<file path="config.mk">
export PLATFORM = sky130hd
export DESIGN_NAME = dms_mode_ctl
export DESIGN_NICKNAME = d
export VERILOG_FILES = /design/src/rtl/dms_pkg.sv /design/src/rtl/dms_sync.sv /design/src/rtl/dms_edge.sv /design/src/rtl/dms_mode_ctl.sv
export SDC_FILE = /design/constraint.sdc
export NUM_CORES = 1
export LEC_CHECK = 0
export BUFFER_PORTS_ARGS = -buffer_cell sky130_fd_sc_hd__buf_2
export CELL_PAD_IN_SITES_DETAIL_PLACEMENT = 2
export CELL_PAD_IN_SITES_GLOBAL_PLACEMENT = 2
export CORE_MARGIN = 10
export CORE_UTILIZATION = 30
export CTS_BUF_LIST = sky130_fd_sc_hd__clkbuf_8
export DETAILED_ROUTE_END_ITERATION = 8
export PLACE_DENSITY_LB_ADDON = 0.25
export REMOVE_ABC_BUFFERS = 1
export SYNTH_ARGS = -nofsm -noshare
export SYNTH_HDL_FRONTEND = slang
export SYNTH_HIERARCHICAL = 1
export SYNTH_SLANG_ARGS = --single-unit
</file>
<file path="constraint.sdc">
create_clock -name clk -period 2 [get_ports clk]
set_input_delay 0.2 -clock clk [delete_from_list [all_inputs] [get_ports clk]]
set_output_delay 0.2 -clock clk [all_outputs]
set_load 0.05 [all_outputs]
</file>
<file path="src/rtl/dms_pkg.sv">
// Purpose: shared constants and types for the mode/strap pin logic
// Assumes: 40 MHz clk, APB slave with 32-bit data
// Notes: serial frame is 8 instruction bits then 8 data bits, msb first
package dms_pkg;

  localparam int DATA_W = 14;
  localparam int APB_AW = 12;
  localparam int APB_DW = 32;

  localparam logic [APB_AW-1:0] ADDR_CTRL = 12'h000;
  localparam logic [APB_AW-1:0] ADDR_STATUS = 12'h004;
  localparam logic [APB_AW-1:0] ADDR_SPIREG = 12'h008;
  localparam logic [APB_AW-1:0] ADDR_DATA = 12'h00c;

  localparam int CTRL_SHARED_BIT = 0;
  localparam logic CTRL_SHARED_RST = 1'h0;

  // serial configuration space
  localparam int SPI_RW_W = 8;
  localparam int SPI_NREG = 4;
  localparam int SPI_IDX_W = 2;
  localparam logic [2:0] SPI_LAST_BIT = 3'h7;
  localparam int SPI_RW_POS = 7;
  localparam logic [6:0] SPI_NREG_ADDR = 7'h04;
  localparam logic [SPI_RW_W-1:0] SPI_DEF0 = 8'h00;
  localparam logic [SPI_RW_W-1:0] SPI_DEF1 = 8'h00;
  localparam logic [SPI_RW_W-1:0] SPI_DEF2 = 8'h00;
  localparam logic [SPI_RW_W-1:0] SPI_DEF3 = 8'h00;

  // fields of serial register 0
  localparam int CFG_FMT_BIT = 0;
  localparam int CFG_PD_BIT = 1;
  localparam int CFG_Q_INTERNAL_SCALE_RESISTOR_BIT = 2;
  localparam int CFG_I_INTERNAL_SCALE_RESISTOR_BIT = 3;
  localparam int CFG_PHASE_BIT = 4;

  // synchronised pin vector positions
  localparam int PIN_MSR = 0;
  localparam int PIN_SCLK = 1;
  localparam int PIN_SDIO = 2;
  localparam int PIN_CS = 3;
  localparam int PIN_DCLK = 4;
  localparam int PIN_SCLKIN = 5;
  localparam int PIN_N = 6;

  typedef struct packed {
    logic twos;
    logic pd;
    logic q_aux;
    logic i_aux;
    logic phase;
  } dms_cfg_t;

  typedef enum {
    SPI_IDLE, SPI_INSTR, SPI_WDATA, SPI_RDATA, SPI_DONE
  } dms_spi_st_t;

  function automatic logic [DATA_W-1:0] dms_to_binary(
    input logic [DATA_W-1:0] w, input logic twos);
    dms_to_binary = w ^ {twos, {(DATA_W-1){1'b0}}};
  endfunction

  function automatic logic dms_is_map(input logic [APB_AW-1:0] a);
    dms_is_map = (a == ADDR_CTRL) || (a == ADDR_STATUS) ||
                 (a == ADDR_SPIREG) || (a == ADDR_DATA);
  endfunction

endpackage

</file>
<file path="src/rtl/dms_sync.sv">
// Purpose: three-stage pin synchroniser with agreement filter
// Assumes: inputs asynchronous to clk
// Notes: output changes only when stages two and three agree
`timescale 1ns/10ps
module dms_sync #(
  parameter int W = 1
) (
  input wire logic clk,
  input wire logic rst,
  input wire logic clk_en,
  input wire logic [W-1:0] async_in,
  output logic [W-1:0] level_out
);
  logic [W-1:0] s1_q, s2_q, s3_q, lvl_q;
  logic [W-1:0] lvl_d;

  // stage one feeds stage two only
  always_comb begin
    lvl_d = ((s2_q ~^ s3_q) & s3_q) | ((s2_q ^ s3_q) & lvl_q);
  end

  always_ff @(posedge clk) begin
    if (rst) begin
      s1_q <= '0;
      s2_q <= '0;
      s3_q <= '0;
      lvl_q <= '0;
    end else if (clk_en) begin
      s1_q <= async_in;
      s2_q <= s1_q;
      s3_q <= s2_q;
      lvl_q <= lvl_d;
    end
  end

  assign level_out = lvl_q;
endmodule // dms_sync

</file>
<file path="src/rtl/dms_edge.sv">
// Purpose: rise and fall pulses from synchronised levels
// Assumes: levels already in clk domain
// Notes: pulses last one enabled cycle
`timescale 1ns/10ps
module dms_edge #(
  parameter int W = 1
) (
  input wire logic clk,
  input wire logic rst,
  input wire logic clk_en,
  input wire logic [W-1:0] level,
  output logic [W-1:0] rise,
  output logic [W-1:0] fall
);
  logic [W-1:0] prev_q;

  always_ff @(posedge clk) begin
    if (rst) begin
      prev_q <= '0;
    end else if (clk_en) begin
      prev_q <= level;
    end
  end

  assign rise = level & ~prev_q & {W{clk_en}};
  assign fall = ~level & prev_q & {W{clk_en}};
endmodule // dms_edge

</file>
<file path="src/rtl/dms_mode_ctl.sv">
// Purpose: mode decode, shared pin functions, serial port, strap data path
// Assumes: link pins asynchronous; link clock well below clk/4
// Notes: registers reached over APB; pready low while clk_en is low
`timescale 1ns/10ps
module dms_mode_ctl
  import dms_pkg::*;
(
  input wire logic clk,
  input wire logic rst,
  input wire logic clk_en,
  input wire logic psel,
  input wire logic penable,
  input wire logic pwrite,
  input wire logic [APB_AW-1:0] paddr,
  input wire logic [APB_DW-1:0] pwdata,
  output logic [APB_DW-1:0] prdata,
  output logic pready,
  output logic pslverr,
  input wire logic mode_select_reset,
  input wire logic sclk_phase_pin,
  input wire logic sdio_format_in,
  output logic sdio_out,
  output logic sdio_oe_n,
  input wire logic cs_n_power_down_pin,
  input wire logic data_clock,
  input wire logic sampling_clock,
  input wire logic [DATA_W-1:0] data_in,
  output logic serial_mode,
  output logic power_down,
  output logic twos_complement,
  output logic q_pin_is_aux,
  output logic i_pin_is_aux,
  output logic retime_phase,
  output logic retime_trigger,
  output logic word_valid,
  output logic [DATA_W-1:0] conv_word,
  output logic conv_strobe
);

  logic [PIN_N-1:0] pin_raw, pin_lvl, pin_rise, pin_fall;
  logic [DATA_W-1:0] data_lvl;

  assign pin_raw = {sampling_clock, data_clock, cs_n_power_down_pin,
                    sdio_format_in, sclk_phase_pin, mode_select_reset};

  // straps resynchronised before use
  dms_sync #(.W(PIN_N)) u_pin_sync (
    .clk(clk),
    .rst(rst),
    .clk_en(clk_en),
    .async_in(pin_raw),
    .level_out(pin_lvl)
  );

  // data bits take the same delay as the data clock
  dms_sync #(.W(DATA_W)) u_data_sync (
    .clk(clk),
    .rst(rst),
    .clk_en(clk_en),
    .async_in(data_in),
    .level_out(data_lvl)
  );

  dms_edge #(.W(PIN_N)) u_edge (
    .clk(clk),
    .rst(rst),
    .clk_en(clk_en),
    .level(pin_lvl),
    .rise(pin_rise),
    .fall(pin_fall)
  );

  logic pin_mode;
  logic sclk_rise, sclk_fall, cs_n_lvl;

  assign pin_mode = pin_lvl[PIN_MSR];
  assign sclk_rise = pin_rise[PIN_SCLK];
  assign sclk_fall = pin_fall[PIN_SCLK];
  assign cs_n_lvl = pin_lvl[PIN_CS];

  // serial configuration port
  dms_spi_st_t spi_st_q, spi_st_d;
  logic [2:0] bit_q, bit_d;
  logic [SPI_RW_W-1:0] ins_q, ins_d;
  logic [SPI_RW_W-1:0] sh_q, sh_d;
  logic [SPI_RW_W-1:0] spi_reg_q [SPI_NREG];
  logic [SPI_RW_W-1:0] spi_reg_d [SPI_NREG];
  logic spi_wr;
  logic [SPI_IDX_W-1:0] spi_idx;
  logic spi_hit;
  logic [SPI_RW_W-1:0] ins_next;

  assign ins_next = {ins_q[SPI_RW_W-2:0], pin_lvl[PIN_SDIO]};
  assign spi_idx = ins_q[SPI_IDX_W-1:0];
  assign spi_hit = (ins_q[6:0] < SPI_NREG_ADDR);

  always_comb begin
    spi_st_d = spi_st_q;
    bit_d = bit_q;
    ins_d = ins_q;
    sh_d = sh_q;
    spi_wr = 1'b0;
    if (pin_mode || cs_n_lvl) begin
      // deselect ends any frame; chip select is active low
      spi_st_d = SPI_IDLE;
      bit_d = '0;
    end else begin
      case (spi_st_q)
        SPI_IDLE: begin
          spi_st_d = SPI_INSTR;
          bit_d = '0;
        end
        SPI_INSTR: begin
          if (sclk_rise) begin
            ins_d = ins_next;
            bit_d = bit_q + 3'h1;
            if (bit_q == SPI_LAST_BIT) begin
              bit_d = '0;
              if (ins_next[SPI_RW_POS]) begin
                spi_st_d = SPI_RDATA;
                sh_d = (ins_next[6:0] < SPI_NREG_ADDR) ?
                       spi_reg_q[ins_next[SPI_IDX_W-1:0]] : '0;
              end else begin
                spi_st_d = SPI_WDATA;
              end
            end
          end
        end
        SPI_WDATA: begin
          if (sclk_rise) begin
            sh_d = {sh_q[SPI_RW_W-2:0], pin_lvl[PIN_SDIO]};
            bit_d = bit_q + 3'h1;
            if (bit_q == SPI_LAST_BIT) begin
              spi_wr = spi_hit;
              spi_st_d = SPI_DONE;
            end
          end
        end
        SPI_RDATA: begin
          if (sclk_fall) begin
            sh_d = {sh_q[SPI_RW_W-2:0], 1'b0};
            bit_d = bit_q + 3'h1;
            if (bit_q == SPI_LAST_BIT) begin
              spi_st_d = SPI_DONE;
            end
          end
        end
        SPI_DONE: begin
          spi_st_d = SPI_DONE;
        end
        default: begin
          spi_st_d = SPI_IDLE;
        end
      endcase
    end
  end

  always_comb begin
    for (int i = 0; i < SPI_NREG; i++) begin
      spi_reg_d[i] = spi_reg_q[i];
    end
    if (spi_wr) begin
      spi_reg_d[spi_idx] = {sh_q[SPI_RW_W-2:0], pin_lvl[PIN_SDIO]};
    end
  end

  always_ff @(posedge clk) begin
    if (rst) begin
      spi_st_q <= SPI_IDLE;
      bit_q <= '0;
      ins_q <= '0;
      sh_q <= '0;
    end else if (clk_en) begin
      spi_st_q <= spi_st_d;
      bit_q <= bit_d;
      ins_q <= ins_d;
      sh_q <= sh_d;
    end
  end

  // a high mode pin, pulsed or held, restores defaults
  always_ff @(posedge clk) begin
    if (rst) begin
      spi_reg_q[0] <= SPI_DEF0;
      spi_reg_q[1] <= SPI_DEF1;
      spi_reg_q[2] <= SPI_DEF2;
      spi_reg_q[3] <= SPI_DEF3;
    end else if (clk_en) begin
      if (pin_mode) begin
        spi_reg_q[0] <= SPI_DEF0;
        spi_reg_q[1] <= SPI_DEF1;
        spi_reg_q[2] <= SPI_DEF2;
        spi_reg_q[3] <= SPI_DEF3;
      end else begin
        spi_reg_q <= spi_reg_d;
      end
    end
  end

  // device drives the line only while shifting read data
  assign sdio_oe_n = !(spi_st_q == SPI_RDATA);
  assign sdio_out = sh_q[SPI_RW_W-1];

  // retime phase, pin mode edge trigger
  logic ctrl_shared_q, ctrl_shared_d;
  logic phase_q, phase_d;
  logic trig_q, trig_d;

  always_comb begin
    phase_d = phase_q;
    trig_d = 1'b0;
    if (!pin_mode) begin
      phase_d = spi_reg_q[0][CFG_PHASE_BIT];
    end else if (ctrl_shared_q) begin
      // host holds the strap low here; nothing to align
      phase_d = 1'b0;
    end else if (sclk_rise) begin
      // capture where the sampling clock stands at the strap edge
      phase_d = pin_lvl[PIN_SCLKIN];
      trig_d = 1'b1;
    end
  end

  always_ff @(posedge clk) begin
    if (rst) begin
      phase_q <= 1'b0;
      trig_q <= 1'b0;
    end else if (clk_en) begin
      phase_q <= phase_d;
      trig_q <= trig_d;
    end
  end

  // effective configuration per mode
  dms_cfg_t cfg;

  always_comb begin
    if (pin_mode) begin
      cfg.twos = pin_lvl[PIN_SDIO];
      cfg.pd = pin_lvl[PIN_CS];
    end else begin
      cfg.twos = spi_reg_q[0][CFG_FMT_BIT];
      cfg.pd = spi_reg_q[0][CFG_PD_BIT];
    end
    cfg.q_aux = spi_reg_q[0][CFG_Q_INTERNAL_SCALE_RESISTOR_BIT];
    cfg.i_aux = spi_reg_q[0][CFG_I_INTERNAL_SCALE_RESISTOR_BIT];
    cfg.phase = phase_q;
  end

  // data path: data clock qualifies, sampling clock converts
  logic [DATA_W-1:0] word_q, word_d, conv_q, conv_d;
  logic wvld_q, wvld_d, cstb_q, cstb_d;

  always_comb begin
    word_d = word_q;
    conv_d = conv_q;
    wvld_d = 1'b0;
    cstb_d = 1'b0;
    // power-down freezes the path; serial port keeps running
    if (!cfg.pd) begin
      if (pin_rise[PIN_DCLK]) begin
        word_d = data_lvl;
        wvld_d = 1'b1;
      end
      if (pin_rise[PIN_SCLKIN]) begin
        conv_d = dms_to_binary(word_q, cfg.twos);
        cstb_d = 1'b1;
      end
    end
  end

  always_ff @(posedge clk) begin
    if (rst) begin
      word_q <= '0;
      conv_q <= '0;
      wvld_q <= 1'b0;
      cstb_q <= 1'b0;
    end else if (clk_en) begin
      word_q <= word_d;
      conv_q <= conv_d;
      wvld_q <= wvld_d;
      cstb_q <= cstb_d;
    end
  end

  // APB slave
  logic setup, access;
  logic [APB_DW-1:0] rd_q, rd_d;
  logic [APB_DW-1:0] status;

  assign setup = psel && !penable && clk_en;
  assign access = psel && penable && clk_en;

  always_comb begin
    status = '0;
    status[0] = !pin_mode;
    status[1] = cfg.twos;
    status[2] = cfg.pd;
    status[3] = cfg.q_aux;
    status[4] = cfg.i_aux;
    status[5] = cfg.phase;
    status[6] = !cs_n_lvl && !pin_mode;
  end

  always_comb begin
    rd_d = rd_q;
    ctrl_shared_d = ctrl_shared_q;
    if (setup) begin
      case (paddr)
        ADDR_CTRL: rd_d = {{(APB_DW-1){1'b0}}, ctrl_shared_q};
        ADDR_STATUS: rd_d = status;
        ADDR_SPIREG: rd_d = {spi_reg_q[3], spi_reg_q[2],
                             spi_reg_q[1], spi_reg_q[0]};
        ADDR_DATA: rd_d = {{(APB_DW-DATA_W){1'b0}}, conv_q};
        default: rd_d = '0;
      endcase
    end
    if (access && pwrite && (paddr == ADDR_CTRL)) begin
      ctrl_shared_d = pwdata[CTRL_SHARED_BIT];
    end
  end

  always_ff @(posedge clk) begin
    if (rst) begin
      rd_q <= '0;
      ctrl_shared_q <= CTRL_SHARED_RST;
    end else if (clk_en) begin
      rd_q <= rd_d;
      ctrl_shared_q <= ctrl_shared_d;
    end
  end

  assign prdata = rd_q;
  assign pready = clk_en;
  // status, spi view and data are read only
  assign pslverr = psel && penable &&
                   (!dms_is_map(paddr) ||
                    (pwrite && (paddr != ADDR_CTRL)));

  // outputs
  assign serial_mode = !pin_mode;
  assign power_down = cfg.pd;
  assign twos_complement = cfg.twos;
  assign q_pin_is_aux = cfg.q_aux;
  assign i_pin_is_aux = cfg.i_aux;
  assign retime_phase = phase_q;
  assign retime_trigger = trig_q;
  assign word_valid = wvld_q;
  assign conv_word = conv_q;
  assign conv_strobe = cstb_q;

endmodule // dms_mode_ctl

</file>
==> impl_metrics.ini, run 1 <==
[floorplanning]
die-area_um2 = 35300
io_pins = 129
die_h_um = 188
start_util = 0.304
die_w_um = 188
coreArea_um2 = 27800
rows = 61

[sta]
setup_viol = 0
slew_headroom = 0.430
finalMaxSlewViolations = 0
rsz0062_at_grt = yes
fin_crit_sh = 0.978
skew_ns = 0.0173
worst_slew_pin_slew_ns = 0.854
fin_crit_ns = 1.96
fmax_ghz = 0.511
hold_ws_ns = 0.0508
final-hold-violation-count = 0

[routing]
wl_per_cell_um = 18.1
drt_iter0_drc = 264
totalWireLength_mm = 25.1
ant_nets = 0
drt-pass1-iter-count = 4
post-route-drc-count = 0
avgViaCountPerCell = 4.91
vias = 6816

[setup_path]
worstSetupPathType = flop to flop
path_max_fanout = 7
reg2reg_slack_ns = 0.04
worst_r2r_startpoint = bit_q[1]$_SDFFE_PP0P_
cp_common_cell = ha_4
crit_chain = ha_4 > ha_4 > nor4bb_4 > buf_4 > nand4_4 > or4_4 > buf_8 > o2bb2ai_4
max_stage_delay_ns = 0.52
critPathLaunchType = flop
crit_path_top_delay_cell = or4_4
worstPathRequired_ns = 2.45
r2r_cells = 8
critPathArrivalTime_ns = 2.40
timing.rr.end = spi_reg_q[18]$_SDFFE_PP0P_
worstSetupEndpoint = spi_reg_q[18]$_SDFFE_PP0P_
cp-end-kind = flop
startpoint = bit_q[1]$_SDFFE_PP0P_

[clocking]
cts_sinks = 201
clock_latency_ns = 0.52
cts-root-buf = clkbuf_8
cts_tree = done
cts_buffers = 38
h-tree-depth = 2
clock_path_buffers = 3
path_clk_slew_ns = 0.06

[pwr]
seqPwrFrac = 0.489
internal_power_mw = 6.31
ir_drop_v = 0.000453
comb_power_share = 0.074
clockPowerShare = 0.437
leakagePower_nw = 4.40
swShare = 0.250
totalPowerFinal_mw = 8.42
power.density_nw_per_um2 = 799
power.switching_mw = 2.11

[placement]
dp_hpwl_mm = 17.6
placed_area_um2 = 9470
place.port_buffers = 97
gp_congestion = 0.809
dp.cells = 1305

[finish]
drive_above_1_share = 0.242
fin_util = 0.379
layout_commonest_cell = dfxtp_1
area_delta_synth_final_pct = 24.5
final.fill_count = 3102
n_antenna_cell = 0
layout_common_cells = dfxtp_1 (198), buf_2 (92), nand2_1 (87)
final_nets = 1081
fin_area_um2 = 10500
final_cells = 1388

[synth]
avgSynthCellArea_um2 = 10.0
syn_inst = 843
synth_area_um2 = 8460
yosys_warnings = 6

[global_route]
grt_first_pass_wirelength_mm = 40.9
grt_max_degree = 130
antenna_found_initial = 0
grt_overflow = 0
grt_pass1_vias = 7392
grt_usage = 0.141

[outcome]
status = completed

[run]
cap_violations = 0

[worst_hold_path]
min_path_type = input pin to flop
-- power by group through the flow --
stage	clock network (mW)	logic (mW)	registers, mW
finish	3.68	0.625	4.11
CTS	3.83	0.627	4.11
global route	4.02	0.701	4.12
global placement	0	0.570	4.19
detailed placement	0	0.587	4.20
floorplan	0	0.270	4.20
-- cell type report --
class / count / area (um2) / area share
multi-input combinational: 565 / 4140 / 0.393
clock buffer: 44 / 606 / 0.0575
timing repair buffer: 167 / 1150 / 0.110
inverter: 16 / 60.1 / 0.00570
clock inverter: 17 / 70.1 / 0.00665
tap: 378 / 473 / 0.0449
sequential: 201 / 4030 / 0.383
-- registers in the layout, summed over array words and instances (netlist names), 7 cells and up --
register               flops
conv_word                 14
ins_q                      7
prdata                    32
sh_q                       8
spi_reg_q                 30
u_data_sync/level_out     14
u_data_sync/s1_q          14
u_data_sync/s2_q          14
u_data_sync/s3_q          14
word_q                    14
-- timing repair --
action | in CTS | in global routing
endpoints found under the hold margin | 20 | 0
hold buffers | 20 | 0
setup buffers | 0 | 2
pin swaps | 0 | 3
resized for setup | 14 | 19
setup endpoints to repair | 46 | 34
-- routing by layer --
metal / track usage / wire length (um) / part of all wire
met3: 0.0293 / 972 / 0.039
met5: 0 / 0 / 0
met4: 0.0385 / 440 / 0.018
met2: 0.241 / 12300 / 0.49
met1: 0.176 / 11400 / 0.45
-- worst max-delay path, delay by kind of cell (launching register included) --
family	cells	cell delay (ns)
simple gates	3	0.82
compound gates	1	0.11
fa+ha+maj	2	0.27
buf+inv	2	0.32
flops	1	0.35
-- worst min path at each step --
stage                           start                                 to  depth (start not counted)
after floorplan                   rst      u_edge/prev_q[5]$_SDFFE_PP0P_                          1
after global placement     data_in[9]   u_data_sync/s1_q[9]$_SDFFE_PP0P_                          3
after detailed placement  data_in[10]  u_data_sync/s1_q[10]$_SDFFE_PP0P_                          3
after CTS                   pwdata[0]         ctrl_shared_q$_SDFFE_PP0P_                          3
after global routing        pwdata[0]         ctrl_shared_q$_SDFFE_PP0P_                          3
final                       pwdata[0]         ctrl_shared_q$_SDFFE_PP0P_                          3
-- through the flow --
step	setup slack (ns)	setup TNS, ns
6_report	0.0435	0
5_1_grt	-0.0208	-0.102
4_1_cts	0.00136	0
3_5_place_dp	-0.0998	-2.22
3_3_place_gp	-0.0630	-1.37
2_1_floorplan	-0.0374	-0.0374
Note: power is estimated with default switching activity, not from simulation.
==> run 2: changes to the inputs <==
--- a/config.mk
+++ b/config.mk
@@ -14,6 +14,7 @@
 export DETAILED_ROUTE_END_ITERATION = 8
 export PLACE_DENSITY_LB_ADDON = 0.25
 export REMOVE_ABC_BUFFERS = 1
+export SETUP_SLACK_MARGIN = 0.1
 export SYNTH_ARGS = -nofsm -noshare
 export SYNTH_HDL_FRONTEND = slang
 export SYNTH_HIERARCHICAL = 1
==> run 2 against run 1 <==
Compared with the run above: die area is the same; cell area is 0.88% higher; via count rose by 0.65%; worst setup slack lost 0.0087 ns; sequential share of layout area shrank 0.30 points; combinational power rose by 3%; cell count is 0.43% higher; sequential power is essentially flat; flip-flop and latch count is the same; critical endpoint is now spi_reg_q[28]$_SDFFE_PP0P_; largest power group unchanged.
==> impl_metrics.ini, run 2 (synthesis results as in run 1) <==
[global_route]
grt_max_degree = 130
grt_overflow = 0
use_met1 = 0.176
grt_pass1_vias = 7420
grtUsageMet2 = 0.242
grt_first_pass_wirelength_mm = 41.1
top_usage_layer = met2
grtUsageMet3 = 0.0293
grt_usage = 0.142
antenna_found_initial = 0

[clocking]
path_clk_slew_ns = 0.06
cts_buffers = 38
cts_tree = done
cts_sinks = 201
h-tree-depth = 2
clock_latency_ns = 0.52
cts-root-buf = clkbuf_8
clock_path_buffers = 3

[finish]
n_antenna_cell = 0
drive_above_1_share = 0.254
largest_reg_flops = 32
final.fill_count = 3095
layout_common_cells = dfxtp_1 (197), buf_2 (92), nand2_1 (87)
fin_util = 0.382
final_cells = 1394
final_nets = 1087
layout_commonest_cell = dfxtp_1
area_delta_synth_final_pct = 25.6
fin_area_um2 = 10600

[placement]
place.port_buffers = 97
dp.cells = 1305
dp_slack_ns = -0.0998
gp_congestion = 0.809
placed_area_um2 = 9470
dp_hpwl_mm = 17.6

[pwr]
totalPowerFinal_mw = 8.44
power.density_nw_per_um2 = 794
internal_power_mw = 6.32
power.switching_mw = 2.12
comb_power_share = 0.076
clockPowerShare = 0.437
seqPwrFrac = 0.487
swShare = 0.251
ir_drop_v = 0.000453
leakagePower_nw = 4.43

[routing]
ant_nets = 0
drt_iter0_drc = 243
drt-pass1-iter-count = 4
avgViaCountPerCell = 4.92
vias = 6860
totalWireLength_mm = 25.2
post-route-drc-count = 0
wl_per_cell_um = 18.1

[floorplanning]
start_util = 0.304
coreArea_um2 = 27800
rows = 61
die-area_um2 = 35300
die_w_um = 188
io_pins = 129
die_h_um = 188

[sta]
finalSetupTns_ns = 0
worst_slack_ns = 0.0348
final-hold-violation-count = 0
rsz0062_at_grt = yes
fin_crit_ns = 1.97
setup_viol = 0
fin_crit_sh = 0.983
finalMaxSlewViolations = 0
hold_ws_ns = 0.0479
skew_ns = 0.0153
fmax_ghz = 0.509
worst_slew_pin_slew_ns = 0.847
slew_headroom = 0.435

[outcome]
status = completed

[setup_path]
critPathArrivalTime_ns = 2.38
critPathLaunchType = flop
cp-end-kind = flop
worstSetupPathType = flop to flop
path_max_fanout = 8
worstPathRequired_ns = 2.41

[worst_hold_path]
min_path_type = input pin to flop

[run]
cap_violations = 0
run 2: power by group through the flow:
stage / registers (mW) / clock network (mW) / logic, mW
final: 4.11 / 3.68 / 0.641
after global routing: 4.12 / 4.02 / 0.717
after CTS: 4.12 / 3.83 / 0.635
after detailed placement: 4.20 / 0 / 0.587
after global placement: 4.19 / 0 / 0.570
after floorplan: 4.20 / 0 / 0.270
run 2: final cells by class:
type	count	area (um2)	area share
clock inverter	17	70.1	0.00660
inverter	16	60.1	0.00565
clock buffer	44	606	0.0570
timing repair buffer	173	1200	0.113
multi-input combinational	565	4180	0.393
tap	378	473	0.0445
sequential	201	4030	0.380
run 2: worst max-delay path: stages, from the launching register on:
cell and delay [ns]:
dfxtp_2 0.35, ha_4 0.14, ha_4 0.14, nor4bb_4 0.19
buf_4 0.17, buf_6 0.08, and4_4 0.25, a31oi_1 0.09
buf_4 0.18, a22o_1 0.25
run 2: final timing paths:
kind | start | endpoint | slack [ns] | cells past startpoint
setup / recovery | bit_q[1]$_SDFFE_PP0P_ | spi_reg_q[28]$_SDFFE_PP0P_ | 0.03 | 9
setup reg to reg | bit_q[1]$_SDFFE_PP0P_ | spi_reg_q[28]$_SDFFE_PP0P_ | 0.03 | 9
hold reg to reg | u_data_sync/level_out[5]$_SDFFE_PP0P_ | word_q[5]$_SDFFE_PP0P_ | 0.45 | 2
hold / removal | pwdata[0] | ctrl_shared_q$_SDFFE_PP0P_ | 0.05 | 3
run 2: per-layer routing:
layer | vias to the layer above | share of wire
li1 | 3306 | -
met1 | 3402 | 0.45
met2 | 112 | 0.49
met3 | 40 | 0.040
met4 | 0 | 0.019
met5 | - | 0
run 2: timing repair:
action                     CTS  global route
hold endpoints to repair    20             0
pin swaps                    2            21
setup buffers                1             7
cloned                       0             0
resized for setup           33            13
setup endpoints to repair   46            45
hold buffers                20             0
